$ cat src/rtl/iptm_regs.svh
// Register offsets, field positions, reset values and timing constants of the I/O threshold monitor
`ifndef IPTM_REGS_SVH
`define IPTM_REGS_SVH
`define IPTM_ADDR_W          8
`define IPTM_DATA_W          16
`define IPTM_OFF_IN_POL_LO   8'h00
`define IPTM_OFF_IN_POL_HI   8'h01
`define IPTM_OFF_REGEN_SEL   8'h02
`define IPTM_OFF_OVL_LIMIT   8'h03
`define IPTM_OFF_HOT_LIMIT   8'h04
`define IPTM_OFF_OUT_POL     8'h05
`define IPTM_OFF_TRQ_LEVEL   8'h06
`define IPTM_OFF_TRQ_TIME    8'h07
`define IPTM_OFF_STATUS      8'h08
`define IPTM_OFF_IRQ_STAT    8'h09
`define IPTM_OFF_IRQ_MASK    8'h0A
`define IPTM_OFF_TRQ_TIME_ACT 8'h0B
`define IPTM_RST_POL         16'h0000
`define IPTM_RST_REGEN       16'h0000
`define IPTM_RST_OVL_LIMIT   16'h0073
`define IPTM_RST_HOT_LIMIT   16'h0064
`define IPTM_RST_TRQ_LEVEL   16'h0064
`define IPTM_RST_TRQ_TIME    16'h0000
`define IPTM_RST_MASK        3'h0
`define IPTM_IRQ_OVL_BIT     0
`define IPTM_IRQ_HOT_BIT     1
`define IPTM_IRQ_TRQ_BIT     2
`define IPTM_IRQ_W           3
`define IPTM_CLK_HZ          10000000
`define IPTM_MS_PER_S        1000
`define IPTM_CYC_PER_MS      (`IPTM_CLK_HZ / `IPTM_MS_PER_S)
`define IPTM_MS_CNT_W        14
`define IPTM_DIGIT_W         4
`define IPTM_DIGITS          4
`endif

$ cat src/rtl/iptm_pkg.sv
// Types of the I/O threshold monitor
`default_nettype none
package iptm_pkg;
  typedef enum logic [2:0] {
    IPTM_TRQ_OFF     = 3'b001,
    IPTM_TRQ_QUALIFY = 3'b010,
    IPTM_TRQ_ON      = 3'b100
  } iptm_trq_state_t;
endpackage : iptm_pkg
`default_nettype wire

$ cat src/rtl/iptm_polarity.sv
// Per-terminal polarity inversion stage
`default_nettype none
module iptm_polarity #(
  parameter int N = 8
) (
  // Clock and reset
  input  wire logic         ref_clk_in,
  input  wire logic         rst_in,
  // Levels
  input  wire logic [N-1:0] level_in,
  input  wire logic [N-1:0] invert_in,
  output logic      [N-1:0] level_out
);
  genvar i;
  generate
    for (i = 0; i < N; i++) begin : g_bit
      logic level_ff;
      always_ff @(posedge ref_clk_in) begin
        if (rst_in) begin
          level_ff <= 1'b0;
        end else begin
          level_ff <= invert_in[i] ? ~level_in[i] : level_in[i];
        end
      end
      assign level_out[i] = level_ff;
      AST_POL_MAP: assert property (@(posedge ref_clk_in) disable iff (rst_in)
        !$past(rst_in) |-> level_ff == ($past(level_in[i]) ^ $past(invert_in[i])))
        else $error("Polarity stage output does not follow level and invert bit");
    end
  endgenerate
endmodule : iptm_polarity
`default_nettype wire

$ cat src/rtl/iptm_monitor.sv
// I/O polarity conditioning and threshold supervision with register port
// Summary of operation
// - Each of eight input terminals passes unchanged with polarity bit 0 and inverted with bit 1.
// - Input terminals 0-3 take polarity from digits 0-3 of the low setting, terminals 4-7 from the high setting.
// - Each of four output terminal pairs has its own polarity bit, 0 unchanged and 1 inverted.
// - The overload alarm rises when the load percentage is above the overload limit.
// - The overheat alarm rises when the winding temperature is above the overheat limit.
// - The torque-detected output is on above the torque level and off below it, in percent.
// - The torque detection time in ms is held and only takes effect after a restart.
// - Regen select 0 means an external resistor is fitted, 1 means none and internal capacitance is used.
//
// The strobed register port and the register offsets were decided locally.
`default_nettype none
`include "iptm_regs.svh"
module iptm_monitor
  import iptm_pkg::*;
(
  // Clock and reset
  input  wire logic                    ref_clk_in,
  input  wire logic                    rst_in,
  // Register port
  input  wire logic [`IPTM_ADDR_W-1:0] reg_addr_in,
  input  wire logic [`IPTM_DATA_W-1:0] reg_wdata_in,
  input  wire logic                    reg_wr_in,
  input  wire logic                    reg_rd_in,
  output logic      [`IPTM_DATA_W-1:0] reg_rdata_out,
  // Input terminals
  input  wire logic [7:0]              term_in,
  output logic      [7:0]              term_cond_out,
  // Output terminals
  input  wire logic [3:0]              out_sig_in,
  output logic      [3:0]              out_term_out,
  // Measurements
  input  wire logic [`IPTM_DATA_W-1:0] load_pct_in,
  input  wire logic [`IPTM_DATA_W-1:0] winding_temp_in,
  input  wire logic [`IPTM_DATA_W-1:0] torque_pct_in,
  // Alarms and status
  output logic                         overload_alarm_out,
  output logic                         motor_overheat_alarm_out,
  output logic                         torque_detected_out,
  output logic                         regen_external_out,
  output logic                         irq_out
);
  logic [`IPTM_DATA_W-1:0] in_pol_lo_ff;
  logic [`IPTM_DATA_W-1:0] in_pol_hi_ff;
  logic [`IPTM_DATA_W-1:0] regen_sel_ff;
  logic [`IPTM_DATA_W-1:0] ovl_limit_ff;
  logic [`IPTM_DATA_W-1:0] hot_limit_ff;
  logic [`IPTM_DATA_W-1:0] out_pol_ff;
  logic [`IPTM_DATA_W-1:0] trq_level_ff;
  logic [`IPTM_DATA_W-1:0] trq_time_ff = `IPTM_RST_TRQ_TIME;
  logic [`IPTM_DATA_W-1:0] trq_time_act_ff;
  logic                    restart_seen_ff;
  logic [`IPTM_IRQ_W-1:0]  irq_stat_ff;
  logic [`IPTM_IRQ_W-1:0]  irq_mask_ff;
  logic [`IPTM_DATA_W-1:0] rdata_ff;
  logic                    ovl_ff;
  logic                    hot_ff;
  logic                    trq_raw_ff;
  logic                    trq_out_ff;
  logic [`IPTM_MS_CNT_W-1:0] ms_div_ff;
  logic [`IPTM_DATA_W-1:0] ms_cnt_ff;
  iptm_trq_state_t         trq_state_ff;
  iptm_trq_state_t         nxt_trq_state;
  logic [7:0]              in_invert;
  logic [3:0]              out_invert;
  logic                    wr_hit;
  logic                    ovl_rise;
  logic                    hot_rise;
  logic                    trq_rise;
  logic                    ms_tick;
  logic [`IPTM_DATA_W-1:0] nxt_rdata;

  // A polarity digit is a hex digit set to 0 or 1, so only its low bit counts
  genvar d;
  generate
    for (d = 0; d < `IPTM_DIGITS; d++) begin : g_digit
      assign in_invert[d]              = in_pol_lo_ff[d*`IPTM_DIGIT_W];
      assign in_invert[d+`IPTM_DIGITS] = in_pol_hi_ff[d*`IPTM_DIGIT_W];
      assign out_invert[d]             = out_pol_ff[d*`IPTM_DIGIT_W];
    end
  endgenerate

  iptm_polarity #(.N(8)) u_in_pol (
    .ref_clk_in (ref_clk_in),
    .rst_in     (rst_in),
    .level_in   (term_in),
    .invert_in  (in_invert),
    .level_out  (term_cond_out)
  );

  iptm_polarity #(.N(4)) u_out_pol (
    .ref_clk_in (ref_clk_in),
    .rst_in     (rst_in),
    .level_in   (out_sig_in),
    .invert_in  (out_invert),
    .level_out  (out_term_out)
  );

  // Configuration registers, all effective at once except the torque time
  always_ff @(posedge ref_clk_in) begin
    if (rst_in) begin
      in_pol_lo_ff <= `IPTM_RST_POL;
      in_pol_hi_ff <= `IPTM_RST_POL;
      regen_sel_ff <= `IPTM_RST_REGEN;
      ovl_limit_ff <= `IPTM_RST_OVL_LIMIT;
      hot_limit_ff <= `IPTM_RST_HOT_LIMIT;
      out_pol_ff   <= `IPTM_RST_POL;
      trq_level_ff <= `IPTM_RST_TRQ_LEVEL;
      // Torque time is a stored setting: a restart keeps it, so only power-up sets it
      irq_mask_ff  <= `IPTM_RST_MASK;
    end else if (reg_wr_in) begin
      case (reg_addr_in)
        `IPTM_OFF_IN_POL_LO: in_pol_lo_ff <= reg_wdata_in;
        `IPTM_OFF_IN_POL_HI: in_pol_hi_ff <= reg_wdata_in;
        `IPTM_OFF_REGEN_SEL: regen_sel_ff <= reg_wdata_in;
        // Values of 120 or more are accepted; keeping below that is up to software
        `IPTM_OFF_OVL_LIMIT: ovl_limit_ff <= reg_wdata_in;
        `IPTM_OFF_HOT_LIMIT: hot_limit_ff <= reg_wdata_in;
        `IPTM_OFF_OUT_POL:   out_pol_ff   <= reg_wdata_in;
        `IPTM_OFF_TRQ_LEVEL: trq_level_ff <= reg_wdata_in;
        `IPTM_OFF_TRQ_TIME:  trq_time_ff  <= reg_wdata_in;
        `IPTM_OFF_IRQ_MASK:  irq_mask_ff  <= reg_wdata_in[`IPTM_IRQ_W-1:0];
        default: ;
      endcase
    end
  end

  // Torque time is latched once after reset release, so later writes wait for a restart
  always_ff @(posedge ref_clk_in) begin
    if (rst_in) begin
      restart_seen_ff <= 1'b0;
      trq_time_act_ff <= `IPTM_RST_TRQ_TIME;
    end else if (!restart_seen_ff) begin
      restart_seen_ff <= 1'b1;
      trq_time_act_ff <= trq_time_ff;
    end
  end

  // Regen select: only bit 0 is meaningful
  assign regen_external_out = ~regen_sel_ff[0];

  // Alarms register the comparison of the live measurements, so they show one cycle after they arrive
  always_ff @(posedge ref_clk_in) begin
    if (rst_in) begin
      ovl_ff <= 1'b0;
      hot_ff <= 1'b0;
    end else begin
      ovl_ff <= load_pct_in > ovl_limit_ff;
      hot_ff <= winding_temp_in > hot_limit_ff;
    end
  end
  assign overload_alarm_out       = ovl_ff;
  assign motor_overheat_alarm_out = hot_ff;

  // Raw comparison with hold on equality
  always_ff @(posedge ref_clk_in) begin
    if (rst_in) begin
      trq_raw_ff <= 1'b0;
    end else if (torque_pct_in > trq_level_ff) begin
      trq_raw_ff <= 1'b1;
    end else if (torque_pct_in < trq_level_ff) begin
      trq_raw_ff <= 1'b0;
    end
  end // Equal keeps the previous value

  // Millisecond time base
  // Runs only while qualifying, so a dip of torque below the level restarts the whole detection time
  assign ms_tick = (ms_div_ff == `IPTM_MS_CNT_W'(`IPTM_CYC_PER_MS - 1));
  always_ff @(posedge ref_clk_in) begin
    if (rst_in || trq_state_ff != IPTM_TRQ_QUALIFY) begin
      ms_div_ff <= '0;
    end else begin
      ms_div_ff <= ms_tick ? '0 : ms_div_ff + 1'b1;
    end
  end

  always_ff @(posedge ref_clk_in) begin
    if (rst_in || trq_state_ff != IPTM_TRQ_QUALIFY) begin
      ms_cnt_ff <= '0;
    end else if (ms_tick) begin
      ms_cnt_ff <= ms_cnt_ff + 1'b1;
    end
  end

  // Output turns on once torque has stayed high for the active time; zero means at once
  always_comb begin
    nxt_trq_state = trq_state_ff;
    case (trq_state_ff)
      IPTM_TRQ_OFF: begin
        if (trq_raw_ff) begin
          nxt_trq_state = (trq_time_act_ff == '0) ? IPTM_TRQ_ON : IPTM_TRQ_QUALIFY;
        end
      end
      IPTM_TRQ_QUALIFY: begin
        if (!trq_raw_ff) begin
          nxt_trq_state = IPTM_TRQ_OFF;
        end else if (ms_tick && ms_cnt_ff + 1'b1 >= trq_time_act_ff) begin
          nxt_trq_state = IPTM_TRQ_ON;
        end
      end
      IPTM_TRQ_ON: begin
        if (!trq_raw_ff) begin
          nxt_trq_state = IPTM_TRQ_OFF;
        end
      end
      default: nxt_trq_state = IPTM_TRQ_OFF;
    endcase
  end

  always_ff @(posedge ref_clk_in) begin
    if (rst_in) begin
      trq_state_ff <= IPTM_TRQ_OFF;
      trq_out_ff   <= 1'b0;
    end else begin
      trq_state_ff <= nxt_trq_state;
      trq_out_ff   <= (nxt_trq_state == IPTM_TRQ_ON);
    end
  end
  assign torque_detected_out = trq_out_ff;

  // Sticky events; a new event in the clearing cycle wins over the clear
  assign ovl_rise = (load_pct_in > ovl_limit_ff) && !ovl_ff;
  assign hot_rise = (winding_temp_in > hot_limit_ff) && !hot_ff;
  assign trq_rise = (nxt_trq_state == IPTM_TRQ_ON) && !trq_out_ff;
  assign wr_hit   = reg_wr_in && (reg_addr_in == `IPTM_OFF_IRQ_STAT);

  always_ff @(posedge ref_clk_in) begin
    if (rst_in) begin
      irq_stat_ff <= '0;
    end else begin
      irq_stat_ff <= (irq_stat_ff & ~(wr_hit ? reg_wdata_in[`IPTM_IRQ_W-1:0] : '0))
                   | {trq_rise, hot_rise, ovl_rise};
    end
  end
  assign irq_out = |(irq_stat_ff & irq_mask_ff);

  // Read port; unmapped offsets read as zero
  always_comb begin
    nxt_rdata = '0;
    case (reg_addr_in)
      `IPTM_OFF_IN_POL_LO:    nxt_rdata = in_pol_lo_ff;
      `IPTM_OFF_IN_POL_HI:    nxt_rdata = in_pol_hi_ff;
      `IPTM_OFF_REGEN_SEL:    nxt_rdata = regen_sel_ff;
      `IPTM_OFF_OVL_LIMIT:    nxt_rdata = ovl_limit_ff;
      `IPTM_OFF_HOT_LIMIT:    nxt_rdata = hot_limit_ff;
      `IPTM_OFF_OUT_POL:      nxt_rdata = out_pol_ff;
      `IPTM_OFF_TRQ_LEVEL:    nxt_rdata = trq_level_ff;
      `IPTM_OFF_TRQ_TIME:     nxt_rdata = trq_time_ff;
      `IPTM_OFF_STATUS:       nxt_rdata = {12'h000, regen_external_out, trq_out_ff, hot_ff, ovl_ff};
      `IPTM_OFF_IRQ_STAT:     nxt_rdata = {13'h0000, irq_stat_ff};
      `IPTM_OFF_IRQ_MASK:     nxt_rdata = {13'h0000, irq_mask_ff};
      `IPTM_OFF_TRQ_TIME_ACT: nxt_rdata = trq_time_act_ff;
      default:                nxt_rdata = '0;
    endcase
  end

  always_ff @(posedge ref_clk_in) begin
    if (rst_in) begin
      rdata_ff <= '0;
    end else begin
      rdata_ff <= reg_rd_in ? nxt_rdata : '0;
    end
  end
  assign reg_rdata_out = rdata_ff;

  AST_OVL_ALARM: assert property (@(posedge ref_clk_in) disable iff (rst_in)
    $past(load_pct_in) > $past(ovl_limit_ff) && !$past(rst_in) |-> overload_alarm_out)
    else $error("Overload alarm missing after load above limit");
  AST_HOT_ALARM: assert property (@(posedge ref_clk_in) disable iff (rst_in)
    !$past(rst_in) |-> motor_overheat_alarm_out == ($past(winding_temp_in) > $past(hot_limit_ff)))
    else $error("Overheat alarm disagrees with temperature and limit");
  AST_TRQ_EQ_HOLD: assert property (@(posedge ref_clk_in) disable iff (rst_in)
    torque_pct_in == trq_level_ff |=> $stable(trq_raw_ff))
    else $error("Torque comparison changed on equality");
  AST_TRQ_OFF: assert property (@(posedge ref_clk_in) disable iff (rst_in)
    torque_pct_in < trq_level_ff |-> ##2 !torque_detected_out)
    else $error("Torque output not off two cycles after torque below level");
  AST_TRQ_ON_ZERO: assert property (@(posedge ref_clk_in) disable iff (rst_in)
    trq_time_act_ff == '0 && torque_pct_in > trq_level_ff ##1 trq_raw_ff |-> ##1 torque_detected_out)
    else $error("Torque output not on with zero detection time");
  AST_TRQ_TIME_HELD: assert property (@(posedge ref_clk_in) disable iff (rst_in)
    restart_seen_ff && $past(restart_seen_ff) |-> $stable(trq_time_act_ff))
    else $error("Active torque time changed without restart");
  AST_REGEN: assert property (@(posedge ref_clk_in) disable iff (rst_in)
    regen_sel_ff[0] == 1'b0 |-> regen_external_out)
    else $error("Regen select zero does not mean external resistor");
  AST_IN_POL_MAP: assert property (@(posedge ref_clk_in) disable iff (rst_in)
    !$past(rst_in) |-> term_cond_out[7:4] == ($past(term_in[7:4]) ^
      $past({in_pol_hi_ff[3*`IPTM_DIGIT_W], in_pol_hi_ff[2*`IPTM_DIGIT_W], in_pol_hi_ff[`IPTM_DIGIT_W], in_pol_hi_ff[0]})))
    else $error("High input terminals not inverted by high setting");
  AST_IN_POL_LO: assert property (@(posedge ref_clk_in) disable iff (rst_in)
    !$past(rst_in) |-> term_cond_out[3:0] == ($past(term_in[3:0]) ^
      $past({in_pol_lo_ff[3*`IPTM_DIGIT_W], in_pol_lo_ff[2*`IPTM_DIGIT_W], in_pol_lo_ff[`IPTM_DIGIT_W], in_pol_lo_ff[0]})))
    else $error("Low input terminals not inverted by low setting");
  AST_OUT_POL_MAP: assert property (@(posedge ref_clk_in) disable iff (rst_in)
    !$past(rst_in) |-> out_term_out == ($past(out_sig_in) ^
      $past({out_pol_ff[3*`IPTM_DIGIT_W], out_pol_ff[2*`IPTM_DIGIT_W], out_pol_ff[`IPTM_DIGIT_W], out_pol_ff[0]})))
    else $error("Output terminals not inverted by output polarity");
  AST_READ_LAT: assert property (@(posedge ref_clk_in) disable iff (rst_in)
    !reg_rd_in |=> reg_rdata_out == '0)
    else $error("Read data present without read strobe");
  AST_OVL_CLEAR: assert property (@(posedge ref_clk_in) disable iff (rst_in)
    !$past(rst_in) && $past(load_pct_in) <= $past(ovl_limit_ff) |-> !overload_alarm_out)
    else $error("Overload alarm present with load not above limit");
  AST_TRQ_EARLY: assert property (@(posedge ref_clk_in) disable iff (rst_in)
    trq_time_act_ff != '0 && $rose(trq_raw_ff) |-> ##2 !torque_detected_out)
    else $error("Torque output on before the detection time ran");
  AST_QUAL_TIME: assert property (@(posedge ref_clk_in) disable iff (rst_in)
    trq_time_act_ff == '0 |-> trq_state_ff != IPTM_TRQ_QUALIFY)
    else $error("Torque qualification running with zero detection time");
  AST_MS_RANGE: assert property (@(posedge ref_clk_in) disable iff (rst_in)
    (ms_div_ff <= `IPTM_MS_CNT_W'(`IPTM_CYC_PER_MS - 1)))
    else $error("Millisecond divider beyond its terminal count");
  AST_REGEN_NONE: assert property (@(posedge ref_clk_in) disable iff (rst_in)
    regen_sel_ff[0] |-> !regen_external_out)
    else $error("Regen select one still reports an external resistor");

  // Interrupt, restart and register checks
  AST_OVL_IRQ: assert property (@(posedge ref_clk_in) disable iff (rst_in)
    $rose(overload_alarm_out) |-> irq_stat_ff[`IPTM_IRQ_OVL_BIT])
    else $error("Overload rise did not set its status bit");
  AST_HOT_IRQ: assert property (@(posedge ref_clk_in) disable iff (rst_in)
    $rose(motor_overheat_alarm_out) |-> irq_stat_ff[`IPTM_IRQ_HOT_BIT])
    else $error("Overheat rise did not set its status bit");
  AST_TRQ_IRQ: assert property (@(posedge ref_clk_in) disable iff (rst_in)
    $rose(torque_detected_out) |-> irq_stat_ff[`IPTM_IRQ_TRQ_BIT])
    else $error("Torque output rise did not set its status bit");
  AST_IRQ_CLEAR: assert property (@(posedge ref_clk_in) disable iff (rst_in)
    wr_hit && reg_wdata_in[`IPTM_IRQ_OVL_BIT] && !ovl_rise |=> !irq_stat_ff[`IPTM_IRQ_OVL_BIT])
    else $error("Writing one did not clear the overload status bit");
  AST_IRQ_LEVEL: assert property (@(posedge ref_clk_in) disable iff (rst_in)
    irq_stat_ff[`IPTM_IRQ_OVL_BIT] && irq_mask_ff[`IPTM_IRQ_OVL_BIT] |-> irq_out)
    else $error("Unmasked overload status without interrupt");
  AST_RESTART_LATCH: assert property (@(posedge ref_clk_in) disable iff (rst_in)
    !restart_seen_ff |=> trq_time_act_ff == $past(trq_time_ff))
    else $error("Active torque time not taken from the setting at restart");
  AST_READ_DATA: assert property (@(posedge ref_clk_in) disable iff (rst_in)
    reg_rd_in && reg_addr_in == `IPTM_OFF_TRQ_TIME_ACT |=> reg_rdata_out == $past(trq_time_act_ff))
    else $error("Read data of active torque time wrong");

  COV_OVL: cover property (@(posedge ref_clk_in) disable iff (rst_in) $rose(overload_alarm_out));
  COV_HOT: cover property (@(posedge ref_clk_in) disable iff (rst_in) $rose(motor_overheat_alarm_out));
  COV_TRQ_QUAL: cover property (@(posedge ref_clk_in) disable iff (rst_in)
    trq_state_ff == IPTM_TRQ_QUALIFY ##1 trq_state_ff == IPTM_TRQ_ON);
  COV_IRQ: cover property (@(posedge ref_clk_in) disable iff (rst_in) $rose(irq_out));
  COV_RESTART: cover property (@(posedge ref_clk_in) disable iff (rst_in) $rose(restart_seen_ff));
endmodule : iptm_monitor
`default_nettype wire

$ cat config.mk
export PLATFORM = sky130hd
export DESIGN_NAME = iptm_monitor
export DESIGN_NICKNAME = d
export VERILOG_FILES = /design/src/rtl/iptm_pkg.sv /design/src/rtl/iptm_polarity.sv /design/src/rtl/iptm_monitor.sv
export VERILOG_INCLUDE_DIRS = /design/src /design/src/rtl
export SDC_FILE = /design/constraint.sdc
export NUM_CORES = 1
export LEC_CHECK = 0
export BUFFER_PORTS_ARGS = -buffer_cell sky130_fd_sc_hd__clkbuf_2
export CORE_MARGIN = 1.5
export CORE_UTILIZATION = 40
export CTS_CLUSTER_DIAMETER = 120
export DETAILED_ROUTE_END_ITERATION = 6
export HOLD_SLACK_MARGIN = 0.03
export PLACE_DENSITY = 0.65
export SLEW_MARGIN = 40
export SYNTH_ARGS = -nofsm -noshare
export SYNTH_HDL_FRONTEND = slang
export SYNTH_SLANG_ARGS = --single-unit
$ cat constraint.sdc
create_clock -name ref_clk_in -period 3.4 [get_ports ref_clk_in]
set_input_delay 0.34 -clock ref_clk_in [delete_from_list [all_inputs] [get_ports ref_clk_in]]
set_output_delay 0.34 -clock ref_clk_in [all_outputs]
set_load 0.03 [all_outputs]
==> results of run 1 <==
[area by class of cell]
type	count	area, µm²
clock buffers	39	759
clock inverters	4	47.5
fillers	2481	13800
inverters	74	278
multi-input cells	863	5610
flip-flops and latches	216	4490
well taps	335	419
repair buffers	141	798
[sequential cells by signal, summed over array words and instances (netlist names), 3 cells and up]
signal                    flops
hot_limit_ff                 16
in_pol_hi_ff                 16
in_pol_lo_ff                 16
ms_cnt_ff                    16
out_pol_ff                   16
ovl_limit_ff                 16
reg_rdata_out                16
regen_sel_ff                 16
trq_level_ff                 16
trq_time_act_ff              16
trq_time_ff                  16
ms_div_ff                    14
u_in_pol.g_bit.level_ff       8
u_out_pol.g_bit.level_ff      4
irq_mask_ff                   3
irq_stat_ff                   3
trq_state_ff                  3
[per-stage QoR]
step | utilization, % | worst slack (ns)
floorplan | - | 0.404
finish | 47.3 | 0.243
CTS | 47.3 | 0.131
global route | 47.3 | -0.0444
detailed placement | 44.2 | 0.142
global placement | 44.0 | 0.263
[layout by cell type, fill, tap and decap left out, types with 10 or more instances in the layout]
cell type,count
o22ai_1,10
and3_1,18
ha_1,66
nand4_1,19
edfxtp_1,16
xor2_1,12
nand2_1,215
a21o_1,10
clkbuf_2,119
o21ai_0,19
mux4_2,10
mux2i_1,41
clkbuf_16,26
mux2_2,20
inv_1,73
nor3_1,10
buf_4,19
or3_1,10
a21oi_1,134
dfxtp_1,199
nor2_1,91
a22oi_1,33
xnor2_1,35
nand3_1,21
[cell families (layout without fill, tap and decap cells)]
family	after synthesis	count (layout)	share of synthesized area, %
compound gates	249	249	14.0
xor+xnor	47	47	3.83
fa+ha+maj	66	66	7.68
buf+inv	158	258	6.44
flops	216	216	41.7
mux	71	71	8.00
simple gates	430	430	18.3
[worst register-to-register path, cell delays in order, from the launching register on]
cell and delay (ns):
dfxtp_1 0.41, ha_1 0.24, nand3_2 0.18, or4_1 0.69, nor2_1 0.18, xor2_1 0.18
ha_1 0.28, a21oi_1 0.14, a21boi_0 0.11, a2111oi_2 0.35, buf_4 0.20, o21ai_0 0.09
[layer usage]
| layer | wire length, µm | track usage (%) | vias to the layer above |
|---|---|---|---|
| li1 | - | - | 4457 |
| met1 | 13500 | 28.7 | 4334 |
| met2 | 14600 | 36.6 | 303 |
| met3 | 2100 | 3.59 | 77 |
| met4 | 1170 | 8.70 | 2 |
| met5 | 13 | 0 | - |
[repair_timing]
item                       4_1_cts  5_1_grt
resized for setup                0        1
setup buffers                    0        0
hold endpoints to repair         0        0
setup endpoints to repair        0        4
[power groups by stage]
stage,Clock [W],Combinational (W),Sequential (W)
2_1_floorplan,0,0.000224,0.00266
6_report,0.00264,0.000382,0.00261
3_3_place_gp,0,0.000365,0.00267
4_1_cts,0.00268,0.000381,0.00261
5_1_grt,0.00278,0.000416,0.00262
3_5_place_dp,0,0.000378,0.00267
[cell usage after synthesis (all sizes together), types with 5 or more instances]
cell,instances
a21oi,134
a22oi,33
o21ai,19
o211ai,9
inv,73
edfxtp,16
and4,5
ha,66
nand2,215
xnor2,35
o22ai,10
dfxtp,200
nand4,19
nand2b,5
nor4,6
mux2i,41
clkbuf,46
nand3,23
nor3,17
a21o,10
buf,38
mux4,10
nor2b,7
or3,10
nor2,91
and3,18
xor2,12
mux2,20
[path summary, 6_finish.rpt]
| check | from | end | slack (ns) | cells past startpoint |
|---|---|---|---|---|
| max | ms_cnt_ff[0] | irq_stat_ff[2] | 0.24 | 11 |
| min | term_in[6] | u_in_pol.g_bit[6].level_ff | 0.07 | 3 |
| max reg2reg | ms_cnt_ff[0] | irq_stat_ff[2] | 0.24 | 11 |
| min reg2reg | ms_div_ff[0] | ms_div_ff[0] | 0.45 | 1 |
==> metrics.yaml, run 1 <==
timing:
  tightest_slew_ns: 0.834
  slew_viol_final: 0
  min_period_ns: 3.16
  timing.final.crit_share_pct: 92.8
  fin_setup_tns_ns: 0
  hold_ws_ns: 0.0667
  finalHoldViolCount: 0
  slew_headroom_pct: 44.4
  max_clock_freq_mhz: 317
  setup_violations: 0
  fin_skew_ns: 0.00830
logic_synthesis:
  synthArstFlopShare_pct: 0
  yosysTopAreaCell: "dfxtp_1"
  synthFlopType: "dfxtp_1"
  synth_edf_count: 16
  syn_avg_cell_area_um2: 8.69
  synthCells: 1237
  yosys-top-cells-area: "dfxtp_1, ha_1, nand2_1"
  synth_area_um2: 10800
  syn-num-nets: 1391
  ys_types: 66
  ys_ff_latch: 216
  ys_seq_area_share_pct: 41.7
  ys_warn_count: 0
  netlist.area_leader.share_pct: 37.2
critical_path:
  crit_slowest_cell: "or4_1"
  cp_max_fo: 8
  crit_buf_inv: 1
  arrival_ns: 3.55
  end_kind: "flip-flop"
  crit_chain: "ha_1 -> nand3_2 -> or4_1 -> nor2_1 -> xor2_1 -> ha_1 -> a21oi_1 -> a21boi_0 -> a2111oi_2 -> buf_4 -> o21ai_0"
  crit_type: "flip-flop to flip-flop"
  max_stage_delay_ns: 0.69
  critPathLaunchType: "flip-flop"
  cp.required_ns: 3.79
  cp_top_family: "simple AND/OR/NAND/NOR gates"
  crit_top_cell: "ha_1"
floorplan:
  core_area_um2: 26200
  die_w_um: 167
  die_h_um: 167
  ios: 121
  start_util_pct: 41.0
  rows: 59
  design.die.area_um2: 27900
power_and_ir_drop:
  switching_share_pct: 23.1
  seqPwrFrac_pct: 46.4
  intPower_w: 0.00433
  p_per_area_nw_per_um2: 455
  max-vdd-ir-drop_mv: 0.399
  power_switching_w: 0.00130
  pwr-share-comb_pct: 6.8
  clockPowerShare_pct: 46.8
  finalPower_w: 0.00564
  power.leakage_nw: 4.85
global_route:
  grt_pass1_vias: 8726
  grt_pass1_wl_um: 48100
  grt_remaining_overflow: 0
  antenna_found_initial: 1
  grt_usage_pct: 22.1
  grt_max_degree: 55
cts:
  hold_buffers: 0
  clock_path_buffers: 3
  cts_max_level: 1
  tritoncts: "yes"
  clock_latency_ns: 0.51
  root_buffer: "clkbuf_16"
  clock-sinks: 216
  numCtsBuffers: 24
  clkTransAtPathRegs_ns: 0.06
placed_design:
  io_buffers: 120
  dp_hpwl_um: 22800
  place_congestion: 0.897
  dp.cells: 1629
  dpl-instance-area_um2: 11600
drt:
  ant_nets: 0
  avgRoutedWirePerCell_um: 18.8
  drt_first_iter_violations: 713
  dr.pass1.iters: 7
  drc: 0
  vias_per_cell: 5.49
  wirelength_um: 31400
  vias: 9173
final_layout:
  num_antenna_cells: 0
  nets: 1474
  final_cells: 1672
  drive_gt1_share_pct: 16.5
  design_area_um2: 12400
  syn2layout_area_growth_pct: 15.2
flow_run:
  maxCapViolations: 0
run_status:
  outcome: "complete, no violations"
min_path:
  hold_path.class: "primary input to flip-flop"
Note: power is estimated with default switching activity, not from simulation.
==> inputs of run 2 (changes only) <==
--- a/config.mk
+++ b/config.mk
@@ -7,6 +7,8 @@
 export NUM_CORES = 1
 export LEC_CHECK = 0
 export BUFFER_PORTS_ARGS = -buffer_cell sky130_fd_sc_hd__clkbuf_2
+export CAP_MARGIN = 20
+export CORE_ASPECT_RATIO = 1.4
 export CORE_MARGIN = 1.5
 export CORE_UTILIZATION = 40
 export CTS_CLUSTER_DIAMETER = 120
==> constraint.sdc (replaced) <==
create_clock -name ref_clk_in -period 3.4 [get_ports ref_clk_in]
set_input_delay 0.34 -clock ref_clk_in [delete_from_list [all_inputs] [get_ports ref_clk_in]]
set_output_delay 0.34 -clock ref_clk_in [all_outputs]
set_load 0.02 [all_outputs]
==> run 2 against run 1 <==
Cell count decreased by 1.3%. First-iteration DRC count down 16%. Core utilization shrank 0.86 points. Global-route usage barely moved. Critical path type unchanged. Maximum frequency increased by 3.2%. Via count about the same. Total power is 5.7% lower. Sequential power hardly changed. Largest power group is now sequential cells. Die area barely moved. Critical endpoint unchanged. Setup slack improved by 0.099 ns. Hold slack improved by 0.018 ns.
==> metrics.yaml, run 2 (synthesis results as in run 1) <==
run_status:
  outcome: "complete, no violations"
critical_path:
  cp_top_family: "simple AND/OR/NAND/NOR gates"
  crit_buf_inv: 1
  end_kind: "flip-flop"
  crit_type: "flip-flop to flip-flop"
  max_stage_delay_ns: 0.62
  critPathLaunchType: "flip-flop"
  crit_top_cell: "ha_1"
  crit_chain: "ha_1 -> nand3_2 -> or4_4 -> nor2_1 -> xor2_1 -> ha_1 -> a21oi_1 -> a21boi_0 -> a2111oi_1 -> buf_4 -> o21ai_0"
  crit_slowest_cell: "or4_4"
  cp_max_fo: 8
  cp.required_ns: 3.79
  arrival_ns: 3.45
final_layout:
  final_common_cell: "nand2_1"
  layout_common_cells: "nand2_1, dfxtp_1, a21oi_1"
  syn2layout_area_growth_pct: 13.4
  nets: 1469
  regArea_um2: 4490
  multi_input_area_um2: 5590
  fillers: 2559
  drive_gt1_share_pct: 16.1
  num_antenna_cells: 0
  design_area_um2: 12200
floorplan:
  rows: 70
  core_area_um2: 26300
  die_h_um: 197
  start_util_pct: 40.9
  die_w_um: 142
  ios: 121
  design.die.area_um2: 27900
placed_design:
  place_congestion: 0.920
  io_buffers: 120
  dp_hpwl_um: 23000
  dpl-instance-area_um2: 11500
timing:
  min_period_ns: 3.06
  tightest_slew_ns: 0.795
  timing.final.crit_share_pct: 89.9
  slew_viol_final: 0
  finalHoldViolCount: 0
  fin_skew_ns: 0.0170
  slew_headroom_pct: 46.9
  rsz0062_at_grt: "no"
  fin_setup_tns_ns: 0
  setup_violations: 0
  max_clock_freq_mhz: 327
drt:
  drc: 0
  ant_nets: 0
  vias_per_cell: 5.55
  wirelength_um: 31100
  vias: 9171
  avgRoutedWirePerCell_um: 18.8
  dr.pass1.iters: 7
  drt_first_iter_violations: 602
cts:
  numCtsBuffers: 22
  clock_latency_ns: 0.51
  clkTransAtPathRegs_ns: 0.06
  hold_buffers: 0
  root_buffer: "clkbuf_16"
  clock-sinks: 216
  clock_path_buffers: 3
  cts_max_level: 1
  tritoncts: "yes"
global_route:
  grt_pass1_vias: 8823
  grt_max_degree: 56
  grt_remaining_overflow: 0
  grt_pass1_wl_um: 47800
  grt_usage_pct: 22.1
  antenna_found_initial: 0
power_and_ir_drop:
  power.leakage_nw: 4.77
  p_per_area_nw_per_um2: 436
  max-vdd-ir-drop_mv: 0.333
flow_run:
  maxCapViolations: 0
min_path:
  hold_path.class: "primary input to flip-flop"
run 2: cell types whose count changed in the layout (fill, tap and decap cells not counted), sizes merged:
cell	delta
clkbuf	-5
buf	-3
bufinv	-1
clkinvlp	-1
run 2: worst register-to-register path, stage by stage (launching register included):
cell	delay (ns)
dfxtp_1	0.41
ha_1	0.26
nand3_2	0.18
or4_4	0.62
nor2_1	0.15
xor2_1	0.17
ha_1	0.27
a21oi_1	0.15
a21boi_0	0.10
a2111oi_1	0.35
buf_4	0.20
o21ai_0	0.08
run 2: cell type report:
| class | instances | area share, % |
|---|---|---|
| clock inverter | 2 | 0.0821 |
| tap | 324 | 3.32 |
| clock buffer | 34 | 5.55 |
| sequential | 216 | 36.8 |
| timing repair buffer | 138 | 6.15 |
| inverter | 74 | 2.28 |
| multi-input combinational | 863 | 45.8 |
run 2: power by group:
group          leakage (nW)  switching, W  internal [W]
logic                  2.66      0.000221      0.000143
clock network         0.340      0.000972       0.00136
registers              1.76     0.0000346       0.00259
run 2: through the flow:
stage / setup slack [ns] / hold slack [ns] / power [W] / cells / utilization [%]
floorplan: 0.404 / 0.413 / 0.00288 / 1237 / -
detailed placement: 0.244 / 0.433 / 0.00304 / 1615 / 43.8
finish: 0.342 / 0.0851 / 0.00531 / 1651 / 46.4
global route: 0.0889 / 0.0838 / 0.00548 / 1651 / 46.4
global placement: 0.347 / 0.428 / 0.00303 / 1615 / 43.8
CTS: 0.233 / 0.0821 / 0.00534 / 1651 / 46.4
run 2: metal layers:
layer  GRT usage [%]  share of wire (%)  vias to the layer above
met5               0                  0                        -
met4            10.5                4.5                        0
met3            2.59                5.6                       73
met2            37.9                 49                      328
met1            27.5                 41                     4340
li1                -                  -                     4430
run 2: worst paths after layout:
check / from / slack (ns) / endpoint / cells after the start
setup / recovery: ms_cnt_ff[0] / 0.34 / irq_stat_ff[2] / 11
hold reg to reg: ms_div_ff[0] / 0.44 / ms_div_ff[0] / 1
hold / removal: term_in[2] / 0.09 / u_in_pol.g_bit[2].level_ff / 3
setup reg to reg: ms_cnt_ff[0] / 0.34 / irq_stat_ff[2] / 11
run 2: timing repair:
item                       in CTS  in global routing
buffers inserted                0                  0
setup endpoints to repair       0                  1
gates resized for setup         0                  1
==> inputs of run 3 (changes only) <==
--- a/config.mk
+++ b/config.mk
@@ -6,15 +6,17 @@
 export SDC_FILE = /design/constraint.sdc
 export NUM_CORES = 1
 export LEC_CHECK = 0
+export ABC_AREA = 1
 export BUFFER_PORTS_ARGS = -buffer_cell sky130_fd_sc_hd__clkbuf_2
 export CAP_MARGIN = 20
 export CORE_ASPECT_RATIO = 1.4
 export CORE_MARGIN = 1.5
-export CORE_UTILIZATION = 40
+export CORE_UTILIZATION = 45
 export CTS_CLUSTER_DIAMETER = 120
 export DETAILED_ROUTE_END_ITERATION = 6
+export GPL_ROUTABILITY_DRIVEN = 0
 export HOLD_SLACK_MARGIN = 0.03
-export PLACE_DENSITY = 0.65
+export PLACE_DENSITY = 0.71
 export SLEW_MARGIN = 40
 export SYNTH_ARGS = -nofsm -noshare
 export SYNTH_HDL_FRONTEND = slang
==> run 3 against run 2 <==
Sequential power about the same. Critical endpoint unchanged. Setup slack better by 0.30 ns. Sequential share of layout area up 1.0 points.
==> metrics.yaml, run 3 <==
run_status:
  outcome: "complete, no violations"
timing:
  fin_skew_ns: 0.0164
  fin_setup_tns_ns: 0
  min_period_ns: 2.76
  finalHoldViolCount: 0
  timing.final.crit_share_pct: 81.2
  rsz0062_at_grt: "no"
  slew_headroom_pct: 50.5
  tightest_slew_ns: 0.736
  hold_ws_ns: 0.0635
  slew_viol_final: 0
  max_clock_freq_mhz: 362
  setup_violations: 0
power_and_ir_drop:
  seqPwrFrac_pct: 48.3
  power_switching_w: 0.00127
  p_per_area_nw_per_um2: 455
  switching_share_pct: 23.6
  power.leakage_nw: 5.04
  clockPowerShare_pct: 45.1
  intPower_w: 0.00412
  max-vdd-ir-drop_mv: 0.346
  pwr-share-comb_pct: 6.6
min_path:
  hold_path.class: "primary input to flip-flop"
  worstHoldStart: "term_in[6]"
  hold_end: "u_in_pol.g_bit[6].level_ff"
  hold_depth: 3
global_route:
  grt_usage_pct: 23.4
  grt_pass1_wl_um: 45700
  grt_max_degree: 44
  grt_pass1_vias: 9095
  grt_remaining_overflow: 0
  antenna_found_initial: 0
logic_synthesis:
  netlist.area_leader.share_pct: 38.5
  syn-num-nets: 1510
  synthCells: 1356
  syn_avg_cell_area_um2: 7.68
  ys_types: 41
  synth_commonest_cells: "dfxtp_1, nand2_1, inv_1"
  yosys-top-cells-area: "dfxtp_1, a21oi_1, ha_1"
  ys_seq_area_share_pct: 43.1
  yosysTopAreaCell: "dfxtp_1"
  synth_edf_count: 16
  synthFlopType: "dfxtp_1"
  synth.most_common_cell: "dfxtp_1"
  synth_area_um2: 10400
  synthArstFlopShare_pct: 0
  ys_warn_count: 0
  ys_ff_latch: 216
cts:
  clock_latency_ns: 0.52
  cts.repair.resized: 0
  post_cts_buffers: 0
  root_buffer: "clkbuf_16"
  clock-sinks: 216
  clkTransAtPathRegs_ns: 0.06
  clock_path_buffers: 3
  tritoncts: "yes"
  cts_max_level: 1
  hold_buffers: 0
  numCtsBuffers: 22
floorplan:
  design.die.area_um2: 24100
  rows: 65
  die_h_um: 183
  die_w_um: 132
  start_util_pct: 46.1
  ios: 121
  core_area_um2: 22600
critical_path:
  crit_chain: "ha_1 -> nand3_1 -> nor2_1 -> nand4_1 -> nor2_1 -> nand2_1 -> xor2_1 -> inv_1 -> ha_1 -> nand2_1 -> o21ai_0 -> a21oi_1 -> nand2_1 -> nand3_1 -> nand2_1 -> nand2_1 -> a21oi_1"
  critPathLaunchType: "flip-flop"
  arrival_ns: 3.19
  end_kind: "flip-flop"
  max_stage_delay_ns: 0.40
  rr_endpoint: "irq_stat_ff[2]"
  crit_top_cell: "nand2_1"
  r2r_slack_ns: 0.64
  cp.required_ns: 3.83
  r2r_cells: 17
  crit_slowest_cell: "dfxtp_1"
  rr_startpoint: "ms_cnt_ff[0]"
  crit_type: "flip-flop to flip-flop"
  cp_max_fo: 4
final_layout:
  layout_common_cells: "dfxtp_1, nand2_1, inv_1"
  num_antenna_cells: 0
  final_util_pct: 52.5
  drive_gt1_share_pct: 13.2
  nets: 1599
  syn2layout_area_growth_pct: 13.9
  final_cells: 1759
  final_common_cell: "dfxtp_1"
placed_design:
  dp_hpwl_um: 21000
  dp.cells: 1722
  io_buffers: 120
drt:
  avgRoutedWirePerCell_um: 16.0
  vias_per_cell: 5.37
  dr.pass1.iters: 5
  ant_nets: 0
  vias: 9439
  wirelength_um: 28200
  drt_first_iter_violations: 617
  drc: 0
flow_run:
  maxCapViolations: 0
run 3: worst max-delay path: cells and delay by family, from the launching register on:
kind | cells | cell delay [ns]
adder cells (fa/ha/maj) | 2 | 0.50
flip-flops | 1 | 0.40
AO/OA/AOI/OAI | 3 | 0.37
XOR/XNOR | 1 | 0.17
buffers and inverters | 1 | 0.06
AND/OR/NAND/NOR | 10 | 1.20
run 3: metal layers:
metal | routed length, µm | vias to the layer above | global-route usage (%)
met5 | 0 | - | 0
met4 | 1090 | 0 | 10.2
met3 | 1660 | 71 | 2.74
met2 | 14100 | 311 | 42.7
met1 | 11300 | 4364 | 27.6
li1 | - | 4693 | -
run 3: worst max-delay path by stage:
stage	slack [ns]	startpoint	end	cells after the start
6_report	0.64	ms_cnt_ff[0]	irq_stat_ff[2]	17
5_1_grt	0.28	ms_cnt_ff[0]	irq_stat_ff[2]	17
4_1_cts	0.59	ms_cnt_ff[0]	irq_stat_ff[2]	17
3_5_place_dp	0.61	ms_cnt_ff[0]	irq_stat_ff[2]	17
3_3_place_gp	0.71	ms_cnt_ff[0]	irq_stat_ff[2]	17
2_1_floorplan	0.76	reg_addr_in[7]	trq_time_ff[0]	6
run 3: cells by family after synthesis:
| kind of cell | share of synthesized area (%) |
|---|---|
| flops | 43.1 |
| fa+ha+maj | 7.93 |
| simple gates | 16.8 |
| mux | 0.0961 |
| buf+inv | 10.3 |
| compound gates | 19.9 |
| xor+xnor | 1.93 |
run 3: per-stage QoR:
| step | total power, W | setup slack, ns | area (µm²) |
|---|---|---|---|
| floorplan | 0.00287 | 0.765 | 10400 |
| global placement | 0.00301 | 0.707 | 11200 |
| detailed placement | 0.00302 | 0.614 | 11200 |
| CTS | 0.00543 | 0.592 | 11900 |
| global route | 0.00558 | 0.283 | 11900 |
| finish | 0.00540 | 0.640 | 11900 |
run 3: power groups by stage:
stage | Clock [W] | Sequential, W | Combinational (W)
finish | 0.00243 | 0.00261 | 0.000356
global route | 0.00257 | 0.00261 | 0.000402
CTS | 0.00247 | 0.00261 | 0.000355
detailed placement | 0 | 0.00266 | 0.000352
global placement | 0 | 0.00266 | 0.000344
floorplan | 0 | 0.00266 | 0.000210
run 3: final cells by class:
class                   instances  area [µm²]
inverters                     193         724
repair buffers                134         706
multi-input cells             878        4860
clock inverters                 6        62.6
well taps                     301         377
fillers                      2246       10700
flip-flops and latches        216        4490
clock buffers                  31         648
